**src/hdl/phase_pipeline_pkg.sv**
```systemverilog
// shared constants and types for the instruction phase pipeline
package phase_pipeline_pkg;
  localparam int PC_WIDTH = 11;
  localparam int INSN_WIDTH = 16;
  localparam logic [10:0] PC_RESET = 11'h000;
  localparam logic [10:0] STARTUP_SLOW_COUNT = 11'h400;
  localparam logic [10:0] STARTUP_FAST_COUNT = 11'h010;
  localparam logic [10:0] STARTUP_SLOW_OSC_COUNT = 11'h002;
  localparam logic [3:0] PHASE_RESET = 4'h1;
  // operation codes presented by the decoder
  typedef enum logic [3:0] {
    op_nop = 4'h0,
    op_add = 4'h1,
    op_sub = 4'h2,
    op_and = 4'h3,
    op_or = 4'h4,
    op_xor = 4'h5,
    op_cpl = 4'h6,
    op_rl = 4'h7,
    op_rr = 4'h8,
    op_inc = 4'h9,
    op_dec = 4'hA,
    op_load = 4'hB,
    op_jump = 4'hC,
    op_skip_zero = 4'hD,
    op_skip_nonzero = 4'hE
  } alu_op_e;
  // clock source selection
  typedef enum logic [2:0] {
    src_fast_crystal = 3'h0,
    src_slow_crystal = 3'h1,
    src_external_rc = 3'h2,
    src_internal_fast = 3'h3,
    src_internal_slow = 3'h4
  } clock_source_e;
  typedef enum logic [1:0] {
    st_run = 2'h0,
    st_halt = 2'h1,
    st_startup = 2'h2
  } run_state_e;
endpackage : phase_pipeline_pkg

```
**src/hdl/instruction_phase_pipeline.sv**
```systemverilog
// four-phase instruction sequencer with overlapped fetch and 8-bit execute
//
// Functional notes
// - four non-overlapping phases per instruction cycle
// - phase one increments pc and fetches next
// - phases two to four decode and execute
// - one four-phase pass is one cycle
// - fetch overlaps execute, one instruction per cycle
// - pc load costs one extra cycle
// - wake-up delay depends on clock source
// - both slow sources off gives 1024 delay
// - execute uses an 8-bit arithmetic unit
// - data path runs through accumulator and unit
// - taken skip discards prefetched word, dummy cycle
// - reset loads pc zero, fetch begins there
`timescale 1ns/1ps
module instruction_phase_pipeline
  import phase_pipeline_pkg::*;
(
  input wire logic sys_clk,
  input wire logic rst,
  input wire clock_source_e clock_source,
  input wire logic slow_crystal_enable,
  input wire logic internal_slow_enable,
  input wire logic halt_request,
  input wire logic wake_request,
  input wire logic [INSN_WIDTH-1:0] fetch_data,
  input wire alu_op_e decoded_op,
  input wire logic [7:0] operand,
  input wire logic [PC_WIDTH-1:0] branch_target,
  output logic [3:0] instruction_phase_clocks,
  output logic [PC_WIDTH-1:0] fetch_address,
  output logic fetch_strobe,
  output logic [INSN_WIDTH-1:0] current_insn,
  output logic execute_valid,
  output logic dummy_cycle,
  output logic [7:0] accumulator,
  output logic zero_flag,
  output logic carry_flag,
  output logic halted
);

  typedef struct packed {
    logic [3:0] phase;
    logic [PC_WIDTH-1:0] pc;
    logic [INSN_WIDTH-1:0] fetched;
    logic [INSN_WIDTH-1:0] insn;
    logic insn_valid;
    logic flush;
    logic [7:0] acc;
    logic zero;
    logic carry;
    logic [10:0] wait_count;
    run_state_e state;
    logic strobe;
    logic exec;
    logic dummy;
  } pipe_s;

  pipe_s cur;
  pipe_s next_cur;

  // startup count for the selected source, slow sources off forces long wait
  function automatic logic [10:0] startup_count(
    input clock_source_e src,
    input logic slow_xtal_on,
    input logic slow_osc_on
  );
    logic [10:0] count;
    count = STARTUP_SLOW_COUNT;
    if (!slow_xtal_on && !slow_osc_on)
    begin
      count = STARTUP_SLOW_COUNT;
    end
    else
    begin
      unique case (src)
        src_fast_crystal:
        begin
          count = STARTUP_SLOW_COUNT;
        end
        src_slow_crystal:
        begin
          count = STARTUP_SLOW_COUNT;
        end
        src_external_rc:
        begin
          count = STARTUP_FAST_COUNT;
        end
        src_internal_fast:
        begin
          count = STARTUP_FAST_COUNT;
        end
        src_internal_slow:
        begin
          count = STARTUP_SLOW_OSC_COUNT;
        end
        default:
        begin
          // unused source codes take the safe long wait
          count = STARTUP_SLOW_COUNT;
        end
      endcase
    end
    return count;
  endfunction : startup_count

  logic [8:0] alu_result;
  logic skip_taken;
  logic branch_taken;
  logic [3:0] phase_rotated;

  // each phase hands over to the next, phase four wraps to phase one
  for (genvar i = 0; i < 4; i++)
  begin : g_phase_ring
    assign phase_rotated[i] = cur.phase[(i + 3) % 4];
  end

  // 8-bit arithmetic unit fed from the accumulator
  always_comb
  begin
    alu_result = {1'b0, cur.acc};
    skip_taken = 1'b0;
    branch_taken = 1'b0;
    unique case (decoded_op)
      op_nop:
      begin
        alu_result = {1'b0, cur.acc};
      end
      op_add:
      begin
        alu_result = {1'b0, cur.acc} + {1'b0, operand};
      end
      op_sub:
      begin
        alu_result = {1'b0, cur.acc} - {1'b0, operand};
      end
      op_and:
      begin
        alu_result = {1'b0, cur.acc & operand};
      end
      op_or:
      begin
        alu_result = {1'b0, cur.acc | operand};
      end
      op_xor:
      begin
        alu_result = {1'b0, cur.acc ^ operand};
      end
      op_cpl:
      begin
        alu_result = {1'b0, ~cur.acc};
      end
      op_rl:
      begin
        // carry takes the bit that wraps round
        alu_result = {cur.acc[7], cur.acc[6:0], cur.acc[7]};
      end
      op_rr:
      begin
        alu_result = {cur.acc[0], cur.acc[0], cur.acc[7:1]};
      end
      op_inc:
      begin
        alu_result = {1'b0, cur.acc} + 9'h001;
      end
      op_dec:
      begin
        alu_result = {1'b0, cur.acc} - 9'h001;
      end
      op_load:
      begin
        alu_result = {1'b0, operand};
      end
      op_jump:
      begin
        branch_taken = 1'b1;
      end
      op_skip_zero:
      begin
        skip_taken = (operand == 8'h00);
      end
      op_skip_nonzero:
      begin
        skip_taken = (operand != 8'h00);
      end
      default:
      begin
        // undefined codes leave the accumulator alone
        alu_result = {1'b0, cur.acc};
      end
    endcase
  end

  always_comb
  begin
    next_cur = cur;
    next_cur.strobe = 1'b0;
    next_cur.exec = 1'b0;
    next_cur.dummy = 1'b0;
    unique case (cur.state)
      st_run:
      begin
        // rotate one-hot phase, one pass is one instruction cycle
        next_cur.phase = phase_rotated;
        if (cur.phase[0])
        begin
          // fetch word from pc, then step pc while the held word executes
          next_cur.fetched = fetch_data;
          next_cur.pc = cur.pc + 11'h001;
          next_cur.strobe = 1'b1;
        end
        if (cur.phase[3])
        begin
          // the word fetched this cycle becomes next cycle's instruction
          next_cur.insn = cur.fetched;
          next_cur.insn_valid = ~cur.flush;
          next_cur.flush = 1'b0;
          next_cur.dummy = cur.flush;
          if (cur.insn_valid)
          begin
            next_cur.exec = 1'b1;
            if (branch_taken)
            begin
              // prefetched word is stale, so a dummy cycle follows
              next_cur.pc = branch_target;
              next_cur.insn_valid = 1'b0;
              next_cur.dummy = 1'b1;
            end
            else if (skip_taken)
            begin
              next_cur.insn_valid = 1'b0;
              next_cur.dummy = 1'b1;
            end
            else if (decoded_op != op_nop)
            begin
              next_cur.acc = alu_result[7:0];
              next_cur.zero = (alu_result[7:0] == 8'h00);
              next_cur.carry = alu_result[8];
            end
          end
          if (halt_request)
          begin
            // stop on an instruction boundary only
            next_cur.state = st_halt;
            next_cur.phase = PHASE_RESET;
          end
        end
      end
      st_halt:
      begin
        next_cur.phase = PHASE_RESET;
        if (wake_request)
        begin
          next_cur.state = st_startup;
          next_cur.wait_count = startup_count(clock_source,
            slow_crystal_enable, internal_slow_enable);
        end
      end
      st_startup:
      begin
        next_cur.phase = PHASE_RESET;
        // the count includes this cycle, resuming in phase one
        if (cur.wait_count <= 11'h001)
        begin
          next_cur.state = st_run;
          next_cur.wait_count = 11'h000;
        end
        else
        begin
          next_cur.wait_count = cur.wait_count - 11'h001;
        end
      end
      default: next_cur.state = st_run;
    endcase
  end

  always_ff @(posedge sys_clk or posedge rst)
  begin
    if (rst)
    begin
      cur.phase <= PHASE_RESET;
      cur.pc <= PC_RESET;
      cur.fetched <= '0;
      cur.insn <= '0;
      cur.insn_valid <= 1'b0;
      cur.flush <= 1'b0;
      cur.acc <= 8'h00;
      cur.zero <= 1'b0;
      cur.carry <= 1'b0;
      cur.wait_count <= 11'h000;
      cur.state <= st_run;
      cur.strobe <= 1'b0;
      cur.exec <= 1'b0;
      cur.dummy <= 1'b0;
    end
    else
    begin
      cur <= next_cur;
    end
  end

  // phases stay low while halted or waking so no stage advances
  assign instruction_phase_clocks = (cur.state == st_run) ? cur.phase : 4'h0;
  assign fetch_address = cur.pc;
  assign fetch_strobe = cur.strobe;
  assign current_insn = cur.insn;
  assign execute_valid = cur.exec;
  assign dummy_cycle = cur.dummy;
  assign accumulator = cur.acc;
  assign zero_flag = cur.zero;
  assign carry_flag = cur.carry;
  assign halted = (cur.state != st_run);

endmodule : instruction_phase_pipeline

```
**config.mk**
```make
export PLATFORM = sky130hd
export DESIGN_NAME = instruction_phase_pipeline
export DESIGN_NICKNAME = d
export VERILOG_FILES = /design/src/hdl/phase_pipeline_pkg.sv /design/src/hdl/instruction_phase_pipeline.sv
export SDC_FILE = /design/constraint.sdc
export NUM_CORES = 1
export LEC_CHECK = 0
export BUFFER_PORTS_ARGS = -buffer_cell sky130_fd_sc_hd__buf_2
export CORE_ASPECT_RATIO = 1.5
export CORE_MARGIN = 2
export CORE_UTILIZATION = 50
export DETAILED_ROUTE_END_ITERATION = 10
export HOLD_SLACK_MARGIN = 0.06
export PLACE_DENSITY = 0.73
export SYNTH_ARGS = -nofsm -noshare
export SYNTH_HDL_FRONTEND = slang
export SYNTH_SLANG_ARGS = --single-unit
```
**constraint.sdc**
```tcl
create_clock -name sys_clk -period 2.8 [get_ports sys_clk]
set_clock_uncertainty 0.05 [all_clocks]
set_input_delay 0.42 -clock sys_clk [delete_from_list [all_inputs] [get_ports sys_clk]]
set_output_delay 0.42 -clock sys_clk [all_outputs]
set_load 0.05 [all_outputs]
```
# --- Word level (Yosys, flattened, before mapping) ---
# Cells that the tools add are included.
classes:
  n_addsub: 6
  n_lt_le_gt_ge: 1
  n_eq_ne: 23
  mux: 28
  bitwise_logic: 6
  n_reduce_logical: 18
ops:
  columns: ["cell", "n"]
  rows:
  - ["$pmux W9 S11", 1]
  - ["$mux W11", 4]
  - ["$pmux W11 S2", 2]
  - ["$eq A4 B4 Y1 const B", 7]
  - ["$mux W27", 1]
  - ["$eq A4 B3 Y1 const B", 4]
  - ["$logic_not A8 Y1", 2]
  - ["$mux W15", 1]
  - ["$mux W13", 1]
  - ["$add A11 B1 Y11 const B", 1]
  - ["$le A11 B1 Y1 const B", 1]
  - ["$sub A11 B1 Y11 const B", 1]
  - ["$mux W2", 5]
  - ["$add A8 B1 Y9 const B", 1]
  - ["$add A8 B8 Y9", 1]
  - ["$sub A8 B1 Y9 const B", 1]
  - ["$sub A8 B8 Y9", 1]
  - ["$and A8 B8 Y8", 1]
  - ["$eq A4 B2 Y1 const B", 2]
  - ["$mux W4", 2]
  - ["$ne A2 B2 Y1 const B", 4]
  - ["$not A8 Y8", 1]
  - ["$or A8 B8 Y8", 1]
  - ["$pmux W4 S2", 1]
  - ["other kinds (21)", 35]
word_totals:
  regBits: 74
  inputBits: 48
  output_inout_bits: 45
  word_cells: 95

# --- Logic depth before layout (Yosys ltp) ---
# Gate-level depths: netlist of run 1.
depth:
  word_depth: 7
  ltp_mapped: 15
  ltp_nobuf: 13

# --- Worst setup path before layout of run 1 ---
# OpenSTA, ideal clock, no wires.
synth_path:
  path_kind: "in2reg"
  from: "input decoded_op[2]"
  to: "register cur (netlist bit zero_flag)"
  setup_time_ns: 0.076
  arrival_ns: 2.755
  required_time_ns: 2.674
  path_slack_ns: -0.082
  cell_stages: 14
  path_buffers: 4
  cell_sequence: "buf_2 buf_2 clkbuf_1 or2_2 clkbuf_1 a21oi_1 ha_1 nor2_1 a211oi_1 o41ai_1 xnor2_1 a2bb2oi_1 o2111ai_1 o21ai_1"
synth_via:
  elab_chain_cells: 4
  elab_cells_between_ends: 22
  classes_between: "eq/ne: 14; mux: 3; bitwise: 2; reduce/logical: 3"
synth_lines:
  columns: ["item", "line", "text"]
  rows:
  - ["from (decl)", "instruction_phase_pipeline.sv:28", "input wire alu_op_e decoded_op,"]
  - ["branches (longest 4 deep; another with $pmux W9 S11)", null, null]
  - ["to (signal assigned)", "instruction_phase_pipeline.sv:299", "cur <= next_cur;"]
  - ["to (decl)", "instruction_phase_pipeline.sv:60", "pipe_s cur;"]
# Several ways; the timed one is not identified.
# A chain may end at the register's enable or synchronous reset.

# --- Worst setup path in the final report of run 1 ---
layout_path:
  from: "input operand[1]"
  to: "register cur (netlist bit zero_flag)"
layout_via:
  elab_chain_cells: 4
  elab_cells_between_ends: 12
  classes_between: "add/sub: 2; mux: 2; bitwise: 4; reduce/logical: 4"
layout_lines:
  columns: ["item", "line", "text"]
  rows:
  - ["from (decl)", "instruction_phase_pipeline.sv:29", "input wire logic [7:0] operand,"]
  - ["branches (longest 4 deep; another with $sub A8 B8 Y9)", null, null]
# Several ways; the timed one is not identified.

==> results of run 1 <==
## power by group
part | switching [mW] | internal (mW)
registers | 0.426 | 1.57
clock network | 0.413 | 0.704
logic | 2.46 | 1.37
total | 3.30 | 3.65
## cell type report
| cell class | count | area [um^2] | share of cell area (%) |
|---|---|---|---|
| timing repair buffer | 139 | 826 | 13.6 |
| antenna | 1 | 2.50 | 0.0411 |
| clock inverter | 5 | 55.1 | 0.905 |
| multi-input combinational | 412 | 2850 | 46.8 |
| clock buffer | 10 | 239 | 3.93 |
| sequential | 74 | 1850 | 30.4 |
| tap | 117 | 146 | 2.41 |
| inverter | 31 | 116 | 1.91 |
## layer usage
metal | share of wire [%] | vias to the layer above | routed length, um
met2 | 54 | 176 | 7230
li1 | - | 2198 | -
met3 | 4.7 | 45 | 623
met5 | 0 | - | 0
met4 | 5.4 | 0 | 728
met1 | 36 | 2258 | 4790
## cells by family (layout without fill, tap and decap cells)
logic type                 after synthesis  count (layout)  share of synthesized area (%)
DFF                                     74              74                           35.8
adders and majority gates               33              33                           8.12
muxes                                   40              40                           8.85
other                                    0               1                              0
xor gates and xnor gates                16              16                           2.71
and+or+nand+nor                        170             170                           15.9
buffers and inverters                   94             185                           10.0
AOI/OAI and AO/OA                      153             153                           18.7
## per-stage QoR
stage / hold slack (ns) / cell area, um^2 / TNS (ns) / power [mW]
floorplan: 0.395 / 5240 / 0 / 5.16
global placement: 0.417 / 5780 / -0.173 / 5.69
detailed placement: 0.430 / 5780 / -0.420 / 5.83
CTS: 0.125 / 6070 / 0 / 6.98
global route: 0.148 / 6090 / 0 / 7.40
finish: 0.102 / 6090 / 0 / 6.95
## flip-flops by register name, summed over array words and instances, names as in the netlist
register / cells
cur: 34
current_insn: 16
fetch_address: 11
accumulator: 8
carry_flag: 1
dummy_cycle: 1
execute_valid: 1
fetch_strobe: 1
zero_flag: 1
## timing repair
action | in CTS | in global routing
gates resized for setup | 0 | 2
endpoints found under the setup margin | 0 | 1
buffers inserted | 0 | 0
## worst min-delay path by stage
stage	slack, ns	startpoint	to	depth (start not counted)
after floorplan	0.40	cur[13]	cur[13]	1
after global placement	0.42	cur[13]	cur[13]	1
after detailed placement	0.43	cur[13]	cur[13]	1
after CTS	0.12	rst	cur[49]	3
after global routing	0.15	rst	cur[52]	3
final	0.10	rst	fetch_strobe	3
## cell usage after synthesis, drive strengths merged, types with 5 or more instances
| cell type | instances | share of area, % |
|---|---|---|
| a211oi | 7 | 1.0 |
| a21oi | 41 | 4.0 |
| a22oi | 5 | 0.73 |
| and3 | 12 | 1.4 |
| buf | 50 | 6.8 |
| clkbuf | 13 | 0.94 |
| dfrtp | 73 | 35 |
| ha | 32 | 7.7 |
| inv | 30 | 2.2 |
| mux2 | 33 | 7.2 |
| mux2i | 6 | 1.2 |
| nand2 | 47 | 3.4 |
| nand2b | 8 | 0.97 |
| nand3 | 12 | 1.2 |
| nor2 | 52 | 3.8 |
| nor3 | 9 | 0.97 |
| o21ai | 52 | 5.0 |
| or3 | 5 | 0.60 |
| xnor2 | 12 | 2.0 |
## worst min-delay path, cell delays in order
cell	delay [ns]
buf_2	0.10
inv_2	0.06
buf_12	0.32
==> impl_metrics.yaml, run 1 <==
placed_design:
  numPortBuffers: 92
  dpl.hpwl_mm: 10.3
  gp_congestion: 0.918
  place_inst: 773
  dp_slack_ns: -0.216
logic_synthesis:
  synthArstFlopShare_pct: 100
  synth_warnings: 0
  synth-main-ff-cell: "dfrtp_1"
  synthCells: 580
  avgSynthCellArea_um2: 8.93
  synth_edf_count: 0
  synth_seq_area_share_pct: 35.8
  synth.distinct_cells: 66
  synth_seq_cells: 74
  synth_area_um2: 5180
  syn_nets: 661
floorplan:
  coreArea_um2: 10100
  die_w_um: 87.1
  rows: 45
  die_y_um: 129
  die_area_um2: 11200
  ios: 93
  floorplan.initialDensity_pct: 51.4
clocking:
  cts_buffers: 9
  postCtsHoldBufs: 0
  htreeDepth: 3
  cts_buffer_depth: 2
  cts_sinks: 74
  cts_tree: "built"
  path_clk_slew_ns: 0.06
  cts-root-buf: "clkbuf_16"
  clock_latency_ns: 0.33
worst_setup_path:
  cp-startpoint: "operand[1]"
  path_delay_family: "compound AO/OA/AOI/OAI gates"
  r2r_start: "accumulator[0]"
  critPathBufInv: 2
  reg2reg_to: "zero_flag"
  cp.arrival_ns: 2.82
  slowest_delay_ns: 0.37
  cp_max_fo: 4
  reg2reg_slack_ns: 0.38
  path_class: "input pin to register"
  critPathCapture: "zero_flag"
  cp.depth: 14
  worstPathRequired_ns: 3.00
  cp_slowest_cell: "or3_4"
  r2r.worst_path.cells: 10
  crit_chain: "buf_2, inv_1, nand3_1, or3_4, xnor2_2, a21oi_2, ha_1, or2_2, a21o_1, o41ai_2, xnor2_1, a2bb2oi_1, o2111ai_1, o21ai_1"
  critPathLaunchType: "input pin"
  endpoint_kind: "register"
route:
  ant_nets: 0
  post-route-drc-count: 0
  wirelength_mm: 13.4
  num_vias: 4677
  drtIter0Drc: 222
  routedWlPerCell_um: 16.9
  dr.pass1.iters: 4
  vias_per_cell: 5.93
final_layout:
  final_cell_mix: "buf_2, dfrtp_1, nor2_1"
  syn2layout_area_growth_pct: 17.5
  n_fill_cell: 859
  nets: 748
  final_core_util_pct: 60.4
  layout-drive-gt1-share_pct: 30.7
  fin_cells: 789
  final_common_cell: "buf_2"
timing:
  slew_headroom_pct: 55.4
  tightest_slew_ns: 0.665
  finalSetupViolCount: 0
  min_period_over_period_pct: 93.4
  fmax_ghz: 0.383
  fin_crit_ns: 2.61
  slew_viol_final: 0
  rsz0062_at_grt: "false"
  setup_ws_ns: 0.186
  hold_violations: 0
grt:
  grt_pass1_wl_mm: 21.8
  grt_busiest_layer: "met2"
  grt.overflow.total: 0
  use_met3_pct: 3.78
  antenna_found_initial: 1
  grt_usage_pct: 24.7
  grt_pass1_vias: 4614
  grt_max_degree: 75
  grt_use_met1_pct: 26.0
  use_met2_pct: 44.8
worst_hold_path:
  hold_class: "input pin to async pin"
pwr:
  ir_drop_v: 0.000393
  leakage_nw: 2.91
  power_density_nw_per_um2: 1140
outcome:
  outcome: "complete, no violations"
flow_run:
  max-cap-violations: 0
(Power assumes the default switching activity.)
==> run 2: changes to the inputs <==
- PLACE_DENSITY: 0.73 -> 0.72
==> run 2 against run 1 <==
Via count shrank 2.4%; total power up 2.8%; global-route usage down 0.37 points; setup slack got worse by 0.011 ns; final cell count rose by 0.76%.
==> impl_metrics.yaml, run 2 (synthesized netlist as in run 1, its figures left out) <==
worst_setup_path:
  critPathBufInv: 2
  path_class: "input pin to register"
  reg2reg_slack_ns: 0.36
  critPathLaunchType: "input pin"
  cp.arrival_ns: 2.83
  slowest_delay_ns: 0.37
  cp_max_fo: 4
  r2r.worst_path.cells: 10
  cp-startpoint: "operand[1]"
  cp_slowest_cell: "or3_1"
  r2r_start: "accumulator[0]"
  worstPathRequired_ns: 3.01
  critPathCapture: "zero_flag"
  crit_chain: "buf_2, inv_1, nand3_1, or3_1, xnor2_1, a21oi_2, ha_1, or2_2, a21o_1, o41ai_2, xnor2_1, a2bb2oi_1, o2111ai_1, o21ai_1"
  cp.depth: 14
  path_delay_family: "simple AND/OR/NAND/NOR gates"
  reg2reg_to: "zero_flag"
  crit_top_cell: "xnor2_1"
  endpoint_kind: "register"
pwr:
  finalPower_mw: 7.14
  power_density_nw_per_um2: 1160
  leakage_nw: 2.95
  ir_drop_v: 0.000440
clocking:
  postCtsHoldBufs: 0
  clock_latency_ns: 0.33
  htreeDepth: 3
  cts-root-buf: "clkbuf_16"
  cts_buffers: 9
  path_clk_slew_ns: 0.06
  cts_buffer_depth: 2
  cts_tree: "built"
  cts_sinks: 74
final_layout:
  final_cell_mix: "buf_2, dfrtp_1, buf_4"
  largest_reg_flops: 34
  nets: 754
  diodes: 0
  syn2layout_area_growth_pct: 19.1
  final_core_util_pct: 61.2
  final_common_cell: "buf_2"
  layout-drive-gt1-share_pct: 31.3
  largest_register: "cur"
timing:
  hold_violations: 0
  finalSetupViolCount: 0
  fmax_ghz: 0.381
  setup-tns-final_ns: 0
  slew_headroom_pct: 53.0
  fin_crit_ns: 2.63
  tightest_slew_ns: 0.704
  slew_viol_final: 0
  min_period_over_period_pct: 93.8
  rsz0062_at_grt: "false"
grt:
  grt_max_degree: 42
  grt_pass1_wl_mm: 21.6
  grt_usage_pct: 24.3
  grt_pass1_vias: 4574
  grt.overflow.total: 0
  antenna_found_initial: 0
floorplan:
  die_area_um2: 11200
  rows: 45
  ios: 93
  die_w_um: 87.1
  coreArea_um2: 10100
  floorplan.initialDensity_pct: 51.4
  die_y_um: 129
placed_design:
  gp_congestion: 0.989
  numPortBuffers: 92
  dpl.hpwl_mm: 10.0
route:
  num_vias: 4566
  wl_met3_um: 557
  ant_nets: 0
  vias_per_cell: 5.74
  wl_met2_mm: 6.96
  top_layer: "met4"
  drtIter0Drc: 227
  wirelength_mm: 13.2
  met1_length_mm: 5.10
  routedWlPerCell_um: 16.6
  post-route-drc-count: 0
  dr.pass1.iters: 4
outcome:
  outcome: "complete, no violations"
flow_run:
  max-cap-violations: 0
worst_hold_path:
  hold_class: "input pin to async pin"
[run 2: power breakdown]
group	switching [mW]	internal, mW
sequential	0.417	1.57
combinational	2.49	1.41
clock	0.427	0.832
total	3.33	3.81
[run 2: how the worst min path moves through the flow]
stage / slack (ns) / startpoint / end
floorplan: 0.40 / cur[13] / cur[13]
global placement: 0.42 / cur[13] / cur[13]
detailed placement: 0.43 / cur[13] / cur[13]
CTS: 0.17 / rst / cur[45]
global route: 0.22 / rst / current_insn[4]
finish: 0.15 / rst / current_insn[9]
[run 2: worst reg2reg max path, cell delays in order, from the launching register on]
cell and delay, ns:
dfrtp_1 0.35, inv_1 0.12, ha_1 0.26, fa_1 0.52, a21oi_1 0.07, o31a_1 0.11, o32ai_1 0.27, o311ai_0 0.17
o21ai_0 0.16, nand4_1 0.14, o21ai_1 0.14
[run 2: timing repair]
item	4_1_cts	5_1_grt
setup buffers	0	0
endpoints found under the setup margin	0	1
gates resized for setup	0	1
[run 2: per-layer routing]
layer  track usage [%]  vias up
met1              26.9     2170
met3              3.21       35
li1                  -     2208
met5                 0        -
met4              13.8        0
met2              43.8      153
[run 2: cell type report]
| class | count | area, um^2 |
|---|---|---|
| tap | 117 | 146 |
| inverter | 31 | 116 |
| sequential | 74 | 1850 |
| fill | 884 | 3910 |
| clock buffer | 11 | 253 |
| clock inverter | 5 | 85.1 |
| multi-input combinational | 412 | 2840 |
| timing repair buffer | 145 | 871 |
[run 2: metrics by stage]
| stage | hold WS [ns] | instance area, um^2 | instances | setup WS (ns) |
|---|---|---|---|---|
| global placement | 0.417 | 5820 | 779 | -0.143 |
| floorplan | 0.395 | 5240 | 580 | 0.00955 |
| detailed placement | 0.427 | 5820 | 779 | -0.177 |
| CTS | 0.165 | 6160 | 795 | 0.167 |
| finish | 0.154 | 6160 | 795 | 0.175 |
| global route | 0.223 | 6160 | 795 | 0.000128 |
==> run 3: changes to the inputs <==
- RECOVER_POWER: default -> 100
==> run 3 against run 2 <==
First-iteration DRC count decreased by 0.44%; register-to-register slack got worse by 0.08 ns; largest power group unchanged; fmax decreased by 0.14%; clock-buffer cell count unchanged; wire length increased by 0.12%.
==> impl_metrics.yaml, run 3 (synthesized netlist as in run 1, its figures left out) <==
outcome:
  outcome: "complete, no violations"
floorplan:
  die_area_um2: 11200
  die_y_um: 129
  floorplan.initialDensity_pct: 51.4
  ios: 93
  coreArea_um2: 10100
  rows: 45
  die_w_um: 87.1
grt:
  grt_usage_pct: 24.3
  grt_busiest_layer: "met2"
  grt_use_met1_pct: 26.9
  grt_pass1_vias: 4574
  grt_pass1_wl_mm: 21.6
  grt.overflow.total: 0
  grt_max_degree: 42
  use_met2_pct: 43.8
  antenna_found_initial: 0
  use_met3_pct: 3.21
route:
  vias_per_cell: 5.73
  post-route-drc-count: 0
  drtIter0Drc: 226
  wirelength_mm: 13.2
  dr.pass1.iters: 5
  routedWlPerCell_um: 16.6
  ant_nets: 0
  num_vias: 4558
final_layout:
  fin_cells: 795
  largest_register: "cur"
  largest_reg_flops: 34
  finalInstanceArea_um2: 6070
  final_cell_mix: "dfrtp_1, nor2_1, o21ai_0"
  multi_input_area_um2: 2840
  diodes: 0
  layout-drive-gt1-share_pct: 24.0
  n_fill_cell: 913
  nets: 754
  final_common_cell: "dfrtp_1"
  final-seq-area_um2: 1850
  syn2layout_area_growth_pct: 17.3
pwr:
  ir_drop_v: 0.000431
  leakage_nw: 2.79
  power_density_nw_per_um2: 1160
clocking:
  path_clk_slew_ns: 0.05
  cts_sinks: 74
  htreeDepth: 3
  cts_buffer_depth: 2
  cts-root-buf: "clkbuf_16"
  cts_buffers: 9
  clock_latency_ns: 0.33
  cts_tree: "built"
worst_hold_path:
  holdPathStages: 3
  worstHoldStart: "branch_target[10]"
  hold_class: "input pin to register"
placed_design:
  dpl_cell_area_um2: 5820
  place_inst: 779
  dpl.hpwl_mm: 10.0
  gp_congestion: 0.989
  numPortBuffers: 92
  dp_slack_ns: -0.177
worst_setup_path:
  r2r.worst_path.cells: 11
  r2r_start: "cur[3]"
  slowest_delay_ns: 0.37
  worstPathRequired_ns: 3.01
  path_delay_family: "simple AND/OR/NAND/NOR gates"
  crit_top_cell: "xnor2_1"
  endpoint_kind: "register"
  cp-startpoint: "operand[1]"
  cp_max_fo: 4
  cp.arrival_ns: 2.83
  cp_slowest_cell: "or3_1"
  critPathLaunchType: "input pin"
  path_class: "input pin to register"
  cp.depth: 14
  critPathBufInv: 2
  crit_chain: "buf_2, inv_1, nand3_1, or3_1, xnor2_1, a21oi_2, ha_1, or2_2, a21o_1, o41ai_2, xnor2_1, a2bb2oi_1, o2111ai_1, o21ai_1"
timing:
  worst_hold_slack_ns: 0.264
  fmax_ghz: 0.380
  fin_crit_ns: 2.63
  rsz0062_at_grt: "false"
  setup_ws_ns: 0.171
  tightest_slew_ns: 1.21
  slew_viol_final: 0
  min_period_over_period_pct: 93.9
  slew_headroom_pct: 19.2
  hold_violations: 0
  finalSetupViolCount: 0
flow_run:
  max-cap-violations: 0
==> run 3: final cells by class <==
class                   instances  share of cell area, %
clock buffers                  11                   4.16
repair buffers                145                   12.9
flip-flops and latches         74                   30.5
well taps                     117                   2.41
inverters                      31                   1.92
clock inverters                 5                   1.40
multi-input cells             412                   46.8
==> run 3: routing by layer <==
metal / up-vias / part of all wire, %
li1: 2209 / -
met1: 2157 / 38
met2: 156 / 53
met3: 36 / 4.1
met4: 0 / 4.2
met5: - / 0
==> run 3: path summary, 6_finish.rpt <==
kind	to	slack, ns
worst max register to register	accumulator[6]	0.28
min in group asynchronous	current_insn[9]	0.36
max in group asynchronous	fetch_address[4]	0.72
worst max-delay path	zero_flag	0.17
worst min register to register	cur[13]	0.45
worst min-delay path	fetch_address[10]	0.26
==> run 3: worst register-to-register path: cells and delay by family (launching register included) <==
kind,cells,cell delay (ns)
flops,1,0.39
simple gates,3,0.44
compound gates,1,0.13
fa+ha+maj,1,0.22
buf+inv,6,1.16
==> run 3: metrics by stage <==
stage / total power [mW] / util (%) / TNS (ns)
finish: 7.05 / 60.3 / 0
global route: 7.52 / 60.3 / 0
CTS: 7.16 / 61.1 / 0
detailed placement: 5.86 / 57.8 / -0.550
global placement: 5.73 / 57.8 / -0.225
floorplan: 5.16 / - / 0
==> run 3: report_power, final <==
group	switching [mW]	internal, mW
clock	0.429	0.832
combinational	2.49	1.30
sequential	0.426	1.57
total	3.35	3.70
==> run 3: timing repair <==
item / 4_1_cts / 5_1_grt
resized for setup: 0 / 1
setup buffers: 0 / 0
hold endpoints to repair: 0 / 0
endpoints found under the setup margin: 0 / 1
hold buffers: 0 / 0
